$ cat config.mk
export PLATFORM = sky130hd
export DESIGN_NAME = cbgl_glue
export DESIGN_NICKNAME = d
export VERILOG_FILES = /design/src/hdl/cbgl_pkg.sv /design/src/hdl/cbgl_glue.sv
export SDC_FILE = /design/constraint.sdc
export NUM_CORES = 1
export LEC_CHECK = 0
export BUFFER_PORTS_ARGS = -buffer_cell sky130_fd_sc_hd__buf_2
export CAP_MARGIN = 10
export CORE_ASPECT_RATIO = 0.5
export CORE_UTILIZATION = 30
export DETAILED_ROUTE_END_ITERATION = 8
export PLACE_DENSITY = 0.65
export REMOVE_ABC_BUFFERS = 1
export SYNTH_ARGS = -nofsm -noshare
export SYNTH_HDL_FRONTEND = slang
export SYNTH_SLANG_ARGS = --single-unit
export TNS_END_PERCENT = 100
$ cat constraint.sdc
create_clock -name hclk -period 4.6 [get_ports hclk]
set_input_delay 0.92 -clock hclk [delete_from_list [all_inputs] [get_ports hclk]]
set_output_delay 0.92 -clock hclk [all_outputs]
set_load 0.01 [all_outputs]
$ cat src/hdl/cbgl_pkg.sv
// Purpose: Shared constants for the CPU board glue logic.
// Assumes: One 20 MHz clock (hclk); every board pin is asynchronous to it.
// Notes: Contract
// Contract
// Transceivers connect only while buffer enable low.
// Transceiver direction follows data output enable.
// Address path always driven, never gated.
// Presence output high when sense line grounded.
// Serial ports one, two need slot A.
// Serial port five needs slot B.
// Interrupt request on both line-sync edges.
// Rising edge sets rising latch, holds request.
// Falling edge sets falling latch, holds request.
// Clear pulse idles both latches, releases request.
// Backplane reset equals processor reset level.
// External reset: processor reset or power not good.
// Activity control drives front panel lamp line.
// Each memory: own select, zero wait states.
// Flash read uses oe, write uses we.
// Software splits flash: application plus boot image.
// Battery SRAM read: enable and oe low.
// SRAM write: rw low, byte enables pick bytes.
// Main RAM addressed by processor bits two up.
// RAM read: ce, oe low, we high.
// RAM write: ce, we low, oe high.
// Lower RAM bits 0-15, upper 16-31.
// Four byte strobes drive four byte enables.
// Line sync passes two flops before edges.
// Edge in clear cycle wins over clear.

package cbgl_pkg;

    // ==========================================================
    // Address widths
    // ==========================================================
    localparam int PROC_ADDR_W = 25;
    localparam int BOARD_ADDR_W = 23;
    localparam int RAM_ADDR_LSB = 2;

    // ==========================================================
    // Register map, word aligned byte offsets
    // ==========================================================
    localparam int REG_OFS_W = 8;
    localparam logic [7:0] REG_CTRL = 8'h00;
    localparam logic [7:0] REG_STATUS = 8'h04;
    localparam logic [7:0] REG_EDGES = 8'h08;
    localparam int CTRL_SOFT_CLEAR = 0;
    localparam int ST_RISE = 0;
    localparam int ST_FALL = 1;
    localparam int ST_SLOT_A = 2;
    localparam int ST_SLOT_B = 3;
    localparam int ST_POWER_GOOD = 4;
    localparam int ST_LINE_LEVEL = 5;

    // ==========================================================
    // Bus encodings
    // ==========================================================
    localparam int HTRANS_ACTIVE_BIT = 1;
    localparam logic HRESP_OKAY = 1'b0;
    localparam logic [31:0] RDATA_IDLE = 32'h00000000;
endpackage

$ cat src/hdl/cbgl_glue.sv
// Purpose: CPU board glue: bus buffers, slot sense, line-sync interrupt,
//          reset fan-out, activity lamp and memory strobes, plus an
//          AHB-Lite status and control port.
// Assumes: All board pins are asynchronous to hclk and pass two flops.
// Notes: Every output is registered, so pin-to-pin delay is three clocks.
//
// Added by the designer: the register addresses and the AHB-Lite register port.
`timescale 1ns/100ps
`default_nettype none

module cbgl_glue #(
    parameter int EDGE_CNT_W = 16
) (
    // Clock and reset.
    input wire logic hclk,
    input wire logic hresetn,
    // AHB-Lite slave port.
    input wire logic hsel,
    input wire logic [31:0] haddr,
    input wire logic [1:0] htrans,
    input wire logic hwrite,
    input wire logic [2:0] hsize,
    input wire logic [31:0] hwdata,
    input wire logic hready,
    output logic hreadyout,
    output logic [31:0] hrdata,
    output logic hresp,
    // Processor side pins.
    input wire logic [cbgl_pkg::PROC_ADDR_W-1:0] proc_addr,
    input wire logic proc_rw,
    input wire logic data_buffer_enable_n,
    input wire logic data_output_enable_n,
    input wire logic boot_rom_select_n,
    input wire logic sram_select_n,
    input wire logic main_ram_select_n,
    input wire logic byte0_write_n,
    input wire logic byte1_write_n,
    input wire logic byte2_write_n,
    input wire logic byte3_write_n,
    input wire logic processor_reset_out,
    input wire logic activity_led_ctl,
    input wire logic sync_latch_clear_n,
    // Backplane and supply pins.
    input wire logic slot_a_present_n,
    input wire logic slot_b_present_n,
    input wire logic line_sync,
    input wire logic supply_power_good,
    // Buffer controls.
    output logic xcvr_enable_n,
    output logic xcvr_dir,
    output logic [cbgl_pkg::BOARD_ADDR_W-1:0] board_addr,
    output logic [cbgl_pkg::BOARD_ADDR_W-1:0] ram_addr,
    // Slot sense and serial driver enables.
    output logic slot_a_present,
    output logic slot_b_present,
    output logic serial_port_one_tx_en,
    output logic serial_port_two_tx_en,
    output logic serial_port_five_tx_en,
    // Interrupt, resets and lamp.
    output logic sync_irq_n,
    output logic backplane_reset_out,
    output logic external_reset_out,
    output logic front_panel_led_line,
    // Memory strobes.
    output logic flash_ce_n,
    output logic flash_oe_n,
    output logic flash_we_n,
    output logic sram_ce_n,
    output logic sram_oe_n,
    output logic sram_rw_n,
    output logic low_byte_en_n,
    output logic high_byte_en_n,
    output logic ram_ce_n,
    output logic ram_oe_n,
    output logic ram_we_n,
    output logic ram_lo_lb_n,
    output logic ram_lo_ub_n,
    output logic ram_hi_lb_n,
    output logic ram_hi_ub_n
);

    // ==========================================================
    // Elaboration check
    // ==========================================================
    if (EDGE_CNT_W < 1 || EDGE_CNT_W > 32) begin : g_bad_width
        $error("EDGE_CNT_W must lie between 1 and 32");
    end

    // ==========================================================
    // Strobe helpers
    // ==========================================================
    // Read strobe: selected and processor reading (rw high).
    function automatic logic rd_n(input logic sel_n, input logic rw);
        rd_n = sel_n | ~rw;
    endfunction
    // Write strobe: selected and processor writing (rw low).
    function automatic logic wr_n(input logic sel_n, input logic rw);
        wr_n = sel_n | rw;
    endfunction
    // Byte lane enable: every lane on a read, only strobed lanes on a write.
    function automatic logic lane_n(input logic sel_n, input logic rw, input logic wstb_n);
        lane_n = rw ? sel_n : (sel_n | wstb_n);
    endfunction

    // ==========================================================
    // Pin synchronisers
    // ==========================================================
    localparam int PIN_W = cbgl_pkg::PROC_ADDR_W + 17;
    // The line-sync bit idles low, so a line held low at release shows no edge.
    localparam int LINE_BIT = 1;
    localparam logic [PIN_W-1:0] PIN_IDLE = ~(PIN_W'(1) << LINE_BIT);
    logic [PIN_W-1:0] pin_raw, pin_s1, pin_s2, next_pin_s1, next_pin_s2;
    logic [cbgl_pkg::PROC_ADDR_W-1:0] s_addr;
    logic s_rw, s_dbe_n, s_doe_n, s_boot_n, s_sram_n, s_ram_n;
    logic s_b0_n, s_b1_n, s_b2_n, s_b3_n, s_prst, s_led, s_clr_n;
    logic s_slot_a_n, s_slot_b_n, s_line, s_pgood;

    // Gather pins so one pair of flops covers them all.
    assign pin_raw = {proc_addr, proc_rw, data_buffer_enable_n, data_output_enable_n,
                      boot_rom_select_n, sram_select_n, main_ram_select_n,
                      byte0_write_n, byte1_write_n, byte2_write_n, byte3_write_n,
                      processor_reset_out, activity_led_ctl, sync_latch_clear_n,
                      slot_a_present_n, slot_b_present_n, line_sync, supply_power_good};
    assign {s_addr, s_rw, s_dbe_n, s_doe_n, s_boot_n, s_sram_n, s_ram_n,
            s_b0_n, s_b1_n, s_b2_n, s_b3_n, s_prst, s_led, s_clr_n,
            s_slot_a_n, s_slot_b_n, s_line, s_pgood} = pin_s2;

    // The first stage feeds only the second, so metastability stays put.
    always_comb begin
        next_pin_s1 = pin_raw;
        next_pin_s2 = pin_s1;
    end

    // Idle levels: line sync low, every other pin high, so selects and sense lines are inactive.
    always_ff @(posedge hclk or negedge hresetn) begin
        if (!hresetn) begin
            pin_s1 <= PIN_IDLE;
            pin_s2 <= PIN_IDLE;
        end else begin
            pin_s1 <= next_pin_s1;
            pin_s2 <= next_pin_s2;
        end
    end

    // ==========================================================
    // Line-sync edge latches
    // ==========================================================
    logic line_prev, next_line_prev, rise_latch, next_rise_latch, fall_latch, next_fall_latch;
    logic [EDGE_CNT_W-1:0] edge_count, next_edge_count;
    logic next_sync_irq_n, rise_evt, fall_evt, clear_req, soft_clear;

    assign rise_evt = s_line & ~line_prev;
    assign fall_evt = ~s_line & line_prev;
    assign clear_req = ~s_clr_n | soft_clear;

    // Clear first, then a fresh edge sets again, so no edge is dropped.
    always_comb begin
        next_line_prev = s_line;
        next_rise_latch = rise_latch;
        next_fall_latch = fall_latch;
        next_edge_count = edge_count;
        if (clear_req) begin
            next_rise_latch = 1'b0;
            next_fall_latch = 1'b0;
        end
        if (rise_evt) begin
            next_rise_latch = 1'b1;
        end
        if (fall_evt) begin
            next_fall_latch = 1'b1;
        end
        if (rise_evt || fall_evt) begin
            next_edge_count = edge_count + 1'b1;
        end
        next_sync_irq_n = ~(next_rise_latch | next_fall_latch);
    end

    // The previous level resets low, so a line already high at release
    // counts as one rising edge.
    always_ff @(posedge hclk or negedge hresetn) begin
        if (!hresetn) begin
            line_prev <= 1'b0;
            rise_latch <= 1'b0;
            fall_latch <= 1'b0;
            edge_count <= '0;
            sync_irq_n <= 1'b1;
        end else begin
            line_prev <= next_line_prev;
            rise_latch <= next_rise_latch;
            fall_latch <= next_fall_latch;
            edge_count <= next_edge_count;
            sync_irq_n <= next_sync_irq_n;
        end
    end

    // ==========================================================
    // Board pin outputs
    // ==========================================================
    logic [cbgl_pkg::BOARD_ADDR_W-1:0] next_board_addr, next_ram_addr;
    logic next_xcvr_enable_n, next_xcvr_dir, next_slot_a, next_slot_b, next_sp1, next_sp2;
    logic next_sp5, next_bp_rst, next_ext_rst, next_led, next_flash_ce_n, next_flash_oe_n;
    logic next_flash_we_n, next_sram_ce_n, next_sram_oe_n, next_sram_rw_n, next_lb_n, next_ub_n;
    logic next_ram_ce_n, next_ram_oe_n, next_ram_we_n, next_lo_lb_n, next_lo_ub_n, next_hi_lb_n;
    logic next_hi_ub_n;

    // Pure decode of the synchronised pins; no wait states are inserted.
    always_comb begin
        next_xcvr_enable_n = s_dbe_n;
        next_xcvr_dir = s_doe_n;
        next_board_addr = s_addr[cbgl_pkg::BOARD_ADDR_W-1:0];
        next_ram_addr = s_addr[cbgl_pkg::RAM_ADDR_LSB +: cbgl_pkg::BOARD_ADDR_W];
        next_slot_a = ~s_slot_a_n;
        next_slot_b = ~s_slot_b_n;
        next_sp1 = ~s_slot_a_n;
        next_sp2 = ~s_slot_a_n;
        next_sp5 = ~s_slot_b_n;
        next_bp_rst = s_prst;
        next_ext_rst = s_prst | ~s_pgood;
        next_led = s_led;
        next_flash_ce_n = s_boot_n;
        next_flash_oe_n = rd_n(s_boot_n, s_rw);
        next_flash_we_n = wr_n(s_boot_n, s_rw);
        next_sram_ce_n = s_sram_n;
        next_sram_oe_n = rd_n(s_sram_n, s_rw);
        next_sram_rw_n = wr_n(s_sram_n, s_rw);
        next_lb_n = lane_n(s_sram_n, s_rw, s_b0_n);
        next_ub_n = lane_n(s_sram_n, s_rw, s_b1_n);
        next_ram_ce_n = s_ram_n;
        next_ram_oe_n = rd_n(s_ram_n, s_rw);
        next_ram_we_n = wr_n(s_ram_n, s_rw);
        // Lower device carries bytes 0 and 1, upper bytes 2 and 3.
        next_lo_lb_n = lane_n(s_ram_n, s_rw, s_b0_n);
        next_lo_ub_n = lane_n(s_ram_n, s_rw, s_b1_n);
        next_hi_lb_n = lane_n(s_ram_n, s_rw, s_b2_n);
        next_hi_ub_n = lane_n(s_ram_n, s_rw, s_b3_n);
    end

    // Reset leaves every memory deselected and the buffers isolated.
    always_ff @(posedge hclk or negedge hresetn) begin
        if (!hresetn) begin
            xcvr_enable_n <= 1'b1;
            xcvr_dir <= 1'b1;
            board_addr <= '0;
            ram_addr <= '0;
            slot_a_present <= 1'b0;
            slot_b_present <= 1'b0;
            serial_port_one_tx_en <= 1'b0;
            serial_port_two_tx_en <= 1'b0;
            serial_port_five_tx_en <= 1'b0;
            backplane_reset_out <= 1'b1;
            external_reset_out <= 1'b1;
            front_panel_led_line <= 1'b0;
            flash_ce_n <= 1'b1;
            flash_oe_n <= 1'b1;
            flash_we_n <= 1'b1;
            sram_ce_n <= 1'b1;
            sram_oe_n <= 1'b1;
            sram_rw_n <= 1'b1;
            low_byte_en_n <= 1'b1;
            high_byte_en_n <= 1'b1;
            ram_ce_n <= 1'b1;
            ram_oe_n <= 1'b1;
            ram_we_n <= 1'b1;
            ram_lo_lb_n <= 1'b1;
            ram_lo_ub_n <= 1'b1;
            ram_hi_lb_n <= 1'b1;
            ram_hi_ub_n <= 1'b1;
        end else begin
            xcvr_enable_n <= next_xcvr_enable_n;
            xcvr_dir <= next_xcvr_dir;
            board_addr <= next_board_addr;
            ram_addr <= next_ram_addr;
            slot_a_present <= next_slot_a;
            slot_b_present <= next_slot_b;
            serial_port_one_tx_en <= next_sp1;
            serial_port_two_tx_en <= next_sp2;
            serial_port_five_tx_en <= next_sp5;
            backplane_reset_out <= next_bp_rst;
            external_reset_out <= next_ext_rst;
            front_panel_led_line <= next_led;
            flash_ce_n <= next_flash_ce_n;
            flash_oe_n <= next_flash_oe_n;
            flash_we_n <= next_flash_we_n;
            sram_ce_n <= next_sram_ce_n;
            sram_oe_n <= next_sram_oe_n;
            sram_rw_n <= next_sram_rw_n;
            low_byte_en_n <= next_lb_n;
            high_byte_en_n <= next_ub_n;
            ram_ce_n <= next_ram_ce_n;
            ram_oe_n <= next_ram_oe_n;
            ram_we_n <= next_ram_we_n;
            ram_lo_lb_n <= next_lo_lb_n;
            ram_lo_ub_n <= next_lo_ub_n;
            ram_hi_lb_n <= next_hi_lb_n;
            ram_hi_ub_n <= next_hi_ub_n;
        end
    end

    // ==========================================================
    // AHB-Lite slave
    // ==========================================================
    logic dp_write, next_dp_write, take;
    logic [cbgl_pkg::REG_OFS_W-1:0] dp_ofs, next_dp_ofs;
    logic [31:0] next_hrdata, status_word;

    assign take = hsel & hready & htrans[cbgl_pkg::HTRANS_ACTIVE_BIT];
    // A write of one to the clear bit acts in its own data phase.
    assign soft_clear = dp_write && dp_ofs == cbgl_pkg::REG_CTRL
                        && hwdata[cbgl_pkg::CTRL_SOFT_CLEAR];

    // Status gathers the latches and the sensed pin levels.
    always_comb begin
        status_word = cbgl_pkg::RDATA_IDLE;
        status_word[cbgl_pkg::ST_RISE] = rise_latch;
        status_word[cbgl_pkg::ST_FALL] = fall_latch;
        status_word[cbgl_pkg::ST_SLOT_A] = slot_a_present;
        status_word[cbgl_pkg::ST_SLOT_B] = slot_b_present;
        status_word[cbgl_pkg::ST_POWER_GOOD] = s_pgood;
        status_word[cbgl_pkg::ST_LINE_LEVEL] = s_line;
    end

    // Read data is fetched in the address phase so the slave never waits;
    // the price is that it shows state as of that edge.
    always_comb begin
        next_dp_write = take & hwrite;
        next_dp_ofs = haddr[cbgl_pkg::REG_OFS_W-1:0];
        next_hrdata = cbgl_pkg::RDATA_IDLE;
        if (take && !hwrite) begin
            case (haddr[cbgl_pkg::REG_OFS_W-1:0])
                cbgl_pkg::REG_STATUS: next_hrdata = status_word;
                cbgl_pkg::REG_EDGES: next_hrdata = 32'(edge_count);
                default: next_hrdata = cbgl_pkg::RDATA_IDLE;
            endcase
        end
    end

    // The slave is always ready and always answers OKAY.
    always_ff @(posedge hclk or negedge hresetn) begin
        if (!hresetn) begin
            dp_write <= 1'b0;
            dp_ofs <= '0;
            hrdata <= cbgl_pkg::RDATA_IDLE;
            hreadyout <= 1'b1;
            hresp <= cbgl_pkg::HRESP_OKAY;
        end else begin
            dp_write <= next_dp_write;
            dp_ofs <= next_dp_ofs;
            hrdata <= next_hrdata;
            hreadyout <= 1'b1;
            hresp <= cbgl_pkg::HRESP_OKAY;
        end
    end

    // ==========================================================
    // Assertions
    // ==========================================================
    logic [1:0] warm;
    always_ff @(posedge hclk or negedge hresetn) begin
        if (!hresetn) begin
            warm <= 2'h0;
        end else if (warm != 2'h3) begin
            warm <= warm + 2'h1;
        end
    end
endmodule

`default_nettype wire

Word-level counts from Yosys, hierarchy flattened
Cells that the tools add are included.
W data, S select, Z words.

cells by class
  add/subtract/negate cells = 1
  equal/unequal tests = 2
  muxes and demuxes = 12
  bitwise gates (word level) = 28
  reduce and logical (&&, ||, !) cells = 6

operator list
  operator                 count
  $mux W32                 1
  $pmux W16 S2             1
  $add A16 B1 Y16 const B  1
  $or A1 B1 Y1             15
  $mux W1                  10
  $eq A8 B3 Y1 const B     1
  $eq A8 B4 Y1 const B     1
  $logic_not A8 Y1         1
  $not A1 Y1               8
  $and A1 B1 Y1            5
  $logic_and A1 B1 Y1      3
  $logic_not A1 Y1         1
  $logic_or A1 B1 Y1       1

word-level totals
  bits in registers = 213
  bits of input ports = 116
  output and inout port bits = 106

Longest topological paths before layout
Gate-level depths: netlist of the first run.

  word-level depth = 8
  depth in mapped cells = 6

Worst setup path before layout of the first run
Ideal clock, no wire load.

  kind = input to register
  from = input port haddr[4]
  to = register hrdata[7]
  setup time = 0.064 ns
  arrival time = 1.676 ns
  data required time = 4.536 ns
  slack = 2.860 ns
  cell stages on the path = 4
  path buffers = 0
  cells stage by stage = nor4_1 nand4_1 nor2_2 and2_2

on the way
  word-level cells in the longest chain between the ends = 3

ends and longest elaborated chain
  element                                              RTL line          RTL
  from (decl)                                          cbgl_glue.sv:19   input wire logic [31:0] haddr,
  $eq A8 B4 Y1 / $eq A8 B3 Y1 (equally long branches)  cbgl_glue.sv:329  case (haddr[cbgl_pkg::REG_OFS_W-1:0])
  $pmux W16 S2 *                                       cbgl_glue.sv:329
  $mux W32 *                                           cbgl_glue.sv:328  if (take && !hwrite) begin
  via next_hrdata[7]                                   cbgl_glue.sv:304  logic [31:0] next_hrdata, status_word;
  to (signal assigned)                                 cbgl_glue.sv:342  hrdata <= cbgl_pkg::RDATA_IDLE;
  to (signal assigned)                                 cbgl_glue.sv:348  hrdata <= next_hrdata;
  to (decl)                                            cbgl_glue.sv:26   output logic [31:0] hrdata,

Mark *: on every way through the listed nets, which the timed path passes. The rest lies on a longest branch.
A chain may end at the register's enable or synchronous reset.

Worst setup path after layout of the first run
  from = register ram_hi_lb_n
  to = output port ram_hi_lb_n

RTL lines
  element                 RTL line          RTL
  from (decl)             cbgl_glue.sv:78   output logic ram_hi_lb_n,
  from (signal assigned)  cbgl_glue.sv:294  ram_hi_lb_n <= next_hi_lb_n;

No word-level cell between the ends.

==> results of run 1 <==
==> cell families (layout without fill, tap and decap cells) <==
logic type | count (synthesis) | count (layout) | synth area share (%)
DFF | 176 | 176 | 81.89
and+or+nand+nor | 61 | 61 | 6.828
buffers and inverters | 50 | 185 | 6.240
xor gates and xnor gates | 15 | 15 | 2.374
AOI/OAI and AO/OA | 12 | 12 | 1.651
adders and majority gates | 3 | 3 | 0.6783
other | 2 | 18 | 0.1357
muxes | 1 | 1 | 0.2035
==> power by group <==
group	internal (W)	switching, W	leakage (nW)
logic	0.0000831	0.000111	0.919
registers	0.00168	0.0000655	2.00
clock network	0.000797	0.000675	0.306
total	0.00256	0.000851	3.23
==> per-stage QoR <==
step           instance area, sq um  hold slack (ns)  instances  utilization [%]
2_1_floorplan                  5275           0.3312        293                -
3_3_place_gp                   6310           0.3355        673            35.65
3_5_place_dp                   6310           0.3412        673            35.65
4_1_cts                        6940           0.3568        705            39.22
5_1_grt                        6940           0.3529        705            39.22
6_report                       6940           0.3523        705            39.22
==> final cells by class <==
class	instances	share of cell area [%]
tap	234	4.218
multi-input combinational	110	10.33
inverter	7	0.3786
sequential	176	65.30
clock buffer	17	6.129
clock inverter	15	2.957
timing repair buffer	146	10.69
==> layer usage <==
layer  global-route usage, %  up-vias  share of wire [%]
met2                   18.21       49                 55
met1                   12.04     1360                 40
li1                        -     1242                  -
met3                   3.282       11                3.4
met4                   4.762        0                1.3
met5                       0        -                  0
==> synth_stat cells, drive strengths merged (3+ instances only) <==
cell type    n  area, sq um
nand2b      10        62.56
dfstp      102         2680
a21o         4        30.03
and4         3        31.28
nand3        3        20.02
ha           3        37.54
nand2        8        30.03
dfrtp       74         1852
a22oi        6        45.04
nor4         3        18.77
or2          3        18.77
nor3         3        26.28
nor2        10        47.55
buf         42        315.3
and2        10        63.81
inv          7        26.28
nand4        5        37.53
xnor2       13        113.9
==> cells in the final DEF, fill, tap and decap left out, types with 2 or more instances in the layout <==
master	instances
nand2_1	8
xor2_1	2
inv_6	4
nor2_1	8
clkinv_8	4
inv_8	3
buf_4	2
nand2b_1	10
dfstp_2	102
ha_1	3
and4_4	2
nor2b_1	2
buf_2	143
nand3_1	2
conb_1	18
inv_12	2
dfrtp_1	74
xnor2_1	13
nor4_1	3
nand4_1	4
inv_1	7
nor3_1	2
clkbuf_16	17
or2_2	3
a22oi_1	6
a21o_1	4
and2_1	9
==> how the worst max path moves through the flow <==
stage / start / end / slack, ns / cells past startpoint
global route: xcvr_enable_n / xcvr_enable_n / 2.58 / 1
finish: ram_hi_lb_n / ram_hi_lb_n / 2.61 / 1
floorplan: haddr[4] / hrdata[7] / 2.86 / 4
CTS: ram_lo_ub_n / ram_lo_ub_n / 2.58 / 1
detailed placement: hresetn / board_addr[0] / 2.39 / 2
global placement: hresetn / pin_s2[14] / 2.43 / 2
==> sequential cells by signal, indices dropped and copies added (netlist names), 2 cells and up <==
name / cells
next_pin_s2: 42
ram_addr: 23
hrdata: 16
dp_ofs: 8
pin_s2: 42
board_addr: 2
edge_count: 16
==> impl_metrics.toml, run 1 <==
[status]
status = "finished clean"

[critical_path]
r2r-end = "edge_count[13]"
worstReg2RegStart = "pin_s2[1]"
r2r_slack_ns = 2.76
ff2ff_path_depth = 6
cp.required_ns = 3.68
critPathSlowestCell = "dfstp_2"
max_stage_delay_ns = 0.53
end_kind = "output port"
cp_max_fo = 1
worstPathArrival_ns = 1.07
worstSetupPathType = "flip-flop to output port"
startpoint_type = "flip-flop"
cp_top_family = "flip-flops"
crit_chain = "buf_2"
cp_num_buf_inv = 1

[placement]
post-place-ws_ns = 2.392
portBuffers = 144
gp_congestion = 0.7448
hpwlAfterDp_um = 6697

[global_route]
grt_max_degree = 104
overflow = 0
grt_pass1_vias = 2879
grt_use_total_pct = 10.51
grt_pass1_wl_um = 14960
antenna_found_initial = 0

[clock_tree]
ctsHoldBuffers = 0
root_buffer = "clkbuf_16"
cts.sinks = 176
cts_buffer_depth = 2
cts_tree = "yes"
clk_pin_slew_worst_paths_ns = 0.07
cts_max_level = 4
clock_latency_ns = 0.42
post_cts_buffers = 0
cts_buffers = 17
cts_resized = 0

[detailed_routing]
route.detailed.drc = 0
wl_per_cell_um = 13.20
ant_nets = 0
wl_um = 9305
vias_per_cell = 3.776
vias = 2662
drt_iter0_drc = 153
drtPass1Iterations = 4

[synth]
synthArstFlopShare_pct = 100.0
ys_types = 33
syn_area_sq_um = 5534
syn_inst = 320
yosys_warnings = 0
synth-edff-count = 0
avgSynthCellArea_sq_um = 17.29
ys_ff_latch = 176
ys_seq_area_share_pct = 81.89
yosys_most_used_dff = "dfstp_2"

[sta]
skew_ns = 0.006755
max-slew-margin-rel_pct = 40.87
rsz0062_at_grt = "false"
max_freq_ghz = 0.5023
setup_viol = 0
final_max_slew_viol_count = 0
fin_crit_ns = 1.991
hold_viol_final = 0
fin_crit_sh_pct = 43.28
worst_slew_pin_slew_ns = 0.8869
tns_ns = 0
layout_setup_ws_ns = 2.609

[floorplan]
die_area_sq_um = 19030
num_rows = 34
die_x_um = 194.1
fp.dieH_um = 98.04
boundaryPins = 222
core_sq_um = 17700
start_util_pct = 31.27

[job]
cap_viol_max_count = 0

[worst_hold_path]
hold-path-cell-count = 0
whs_endpoint = "pin_s2[37]"
hp-start = "next_pin_s2[37]"
hold_path_class = "flip-flop to flip-flop"

[power]
max-vdd-ir-drop_mv = 0.2431
leakagePower_nw = 3.226
power_w = 0.003409
powerDensity_nw_per_um2 = 491.3

[final_layout]
fill_cells = 1652
drive_above_1_share_pct = 62.00
area_growth_pct = 25.41
seqCellArea_sq_um = 4532
multi_input_area_sq_um = 716.9
nets = 577
antennaDiodeCount = 0
Power figures use the tool's default switching activity.
==> run 2, diff against run 1 <==
Settings changed: ABC_AREA set to 1.
Clock period 4.6 ns to 1.9 ns, I/O delays scaled along.
==> impl_metrics.toml, run 2 <==
[floorplan]
num_rows = 35
die_x_um = 197.2
core_sq_um = 18520
boundaryPins = 222
start_util_pct = 30.85
die_area_sq_um = 19640
fp.dieH_um = 99.60

[critical_path]
cp-startpoint = "pin_s2[1]"
cp.required_ns = 2.20
cp_num_buf_inv = 2
startpoint_type = "flip-flop"
worstReg2RegStart = "pin_s2[1]"
end_kind = "flip-flop"
worstPathArrival_ns = 1.96
cp_top_family = "simple AND/OR/NAND/NOR gates"
cp_max_fo = 6
ff2ff_path_depth = 7
critPathSlowestCell = "dfrtp_1"
max_stage_delay_ns = 0.39
worstSetupPathType = "flip-flop to flip-flop"
r2r_slack_ns = 0.25
r2r-end = "edge_count[11]"
crit_chain = "inv_1 > ha_1 > inv_2 > nand4_1 > nor2_4 > nand2_1 > xor2_1"

[placement]
placed_cell_area_sq_um = 6566
hpwlAfterDp_um = 6958
dpl.cell_count = 766
post-place-ws_ns = 0.2527
gp_congestion = 0.7473
portBuffers = 144

[job]
cap_viol_max_count = 0

[worst_hold_path]
hold-path-cell-count = 1
whs_endpoint = "next_pin_s2[13]"
hold_path_class = "input pin to flip-flop"
hp-start = "boot_rom_select_n"

[global_route]
overflow = 0
grtUsageMet3_pct = 2.984
grt_busiest_layer = "met2"
antenna_found_initial = 0
grtUsageMet1_pct = 12.91
grt_use_total_pct = 10.37
grt_max_degree = 60
grt_pass1_vias = 3013
grt_pass1_wl_um = 15440
met2_usage_pct = 17.25

[synth]
yosys_warnings = 0
synth.area.top_cells = "dfstp_2, dfrtp_1, buf_4"
netlist.area_leader.share_pct = 46.89
yosys.area.top_type = "dfstp_2"
yosysMostFrequentCell = "dfstp_2"
syn_area_sq_um = 5715
synthArstFlopShare_pct = 100.0
ys_seq_area_share_pct = 79.29
ys_types = 29
ys_ff_latch = 176
yosys_most_used_dff = "dfstp_2"
synth-edff-count = 0
syn_inst = 385
ys_top_cells_by_count = "dfstp_2, dfrtp_1, buf_4"
avgSynthCellArea_sq_um = 14.85

[sta]
final_max_slew_viol_count = 0
fin_crit_sh_pct = 86.90
hold_viol_final = 0
layout_setup_ws_ns = 0.2489
setup_viol = 0
tns_ns = 0
skew_ns = 0.009827
fin_crit_ns = 1.651
max_freq_ghz = 0.6057
rsz0062_at_grt = "false"

[final_layout]
mostFrequentLayoutCells = "buf_2, dfstp_2, dfrtp_1, nand2_1, inv_1"
final_common_cell = "buf_2"
design_area_sq_um = 7201
nets = 646
instances_no_fill = 799
fill_cells = 1737
area_growth_pct = 25.99
antennaDiodeCount = 0
drive_above_1_share_pct = 55.00

[power]
p_seq_share_pct = 51.2
switching_power_w = 0.002153
leakagePower_nw = 3.360
power_w = 0.008233
max-vdd-ir-drop_mv = 0.6724
p_comb_share_pct = 6.1
switching_share_pct = 26.15
powerDensity_nw_per_um2 = 1143
clkPwrFrac_pct = 42.7
intPower_w = 0.006081

[detailed_routing]
route.detailed.drc = 0
drt_iter0_drc = 118
ant_nets = 0
wl_per_cell_um = 12.24
vias = 3008
drtPass1Iterations = 4
wl_um = 9781
vias_per_cell = 3.765

[clock_tree]
cts_buffers = 17
cts_buffer_depth = 2
cts_max_level = 4
cts_tree = "yes"
cts.sinks = 176
post_cts_buffers = 0
clock_latency_ns = 0.42
clk_pin_slew_worst_paths_ns = 0.08
root_buffer = "clkbuf_16"

[status]
status = "finished clean"
==> run 2: cell types whose count changed after synthesis, moves of 7 or more <==
cell	before	now
nand2_1	8	38
inv_1	7	35
nand3_1	2	21
xnor2_1	13	2
nand2b_1	10	0
nor3_1	2	12
and2_1	9	0
xor2_1	2	9
==> run 2: how the worst max path moves through the flow <==
| stage | endpoint | slack (ns) | cells after the start |
|---|---|---|---|
| after CTS | edge_count[11] | 0.24 | 7 |
| after detailed placement | edge_count[11] | 0.25 | 7 |
| after global routing | edge_count[7] | 0.12 | 7 |
| final | edge_count[11] | 0.25 | 7 |
| after global placement | edge_count[15] | 0.26 | 7 |
| after floorplan | edge_count[11] | 0.39 | 7 |
==> run 2: cell type report <==
type / count / area [sq um] / share of cell area (%)
sequential: 176 / 4532 / 62.94
timing repair buffer: 151 / 807.0 / 11.21
multi-input combinational: 145 / 778.2 / 10.81
clock buffer: 17 / 425.4 / 5.908
tap: 259 / 324.1 / 4.500
clock inverter: 15 / 198.9 / 2.763
inverter: 36 / 135.1 / 1.877
==> run 2: per-layer routing <==
| metal | share of wire [%] | routed length (um) | vias up |
|---|---|---|---|
| met3 | 3.8 | 371 | 7 |
| met5 | 0 | 0 | - |
| met2 | 53 | 5160 | 59 |
| li1 | - | - | 1425 |
| met1 | 42 | 4146 | 1517 |
| met4 | 1.0 | 102 | 0 |
==> run 2: per-stage QoR <==
step                      hold WS, ns  utilization, %
after CTS                     0.03107           38.87
after global routing          0.02028           38.87
final                         0.04826           38.87
after detailed placement       0.2954           35.45
after global placement         0.2909           35.45
after floorplan               0.08441               -
==> run 2: what timing repair did <==
item,4_1_cts,5_1_grt
endpoints found under the hold margin,2,0
gates resized for setup,0,0
hold buffers,1,0
==> run 2: logic make-up after synthesis <==
group | after synthesis | synth area share [%]
fa+ha+maj | 3 | 0.6568
flops | 176 | 79.29
buf+inv | 80 | 8.143
other cells | 2 | 0.1314
compound gates | 13 | 1.226
xor+xnor | 11 | 1.686
simple gates | 100 | 8.866
==> run 2: power groups by stage <==
| stage | Combinational [W] | Sequential, W | Clock (W) |
|---|---|---|---|
| final | 0.000501 | 0.00422 | 0.00351 |
| after global routing | 0.000565 | 0.00425 | 0.00378 |
| after CTS | 0.000513 | 0.00422 | 0.00362 |
| after detailed placement | 0.000507 | 0.00428 | 0 |
| after global placement | 0.000491 | 0.00427 | 0 |
| after floorplan | 0.000191 | 0.00429 | 0 |
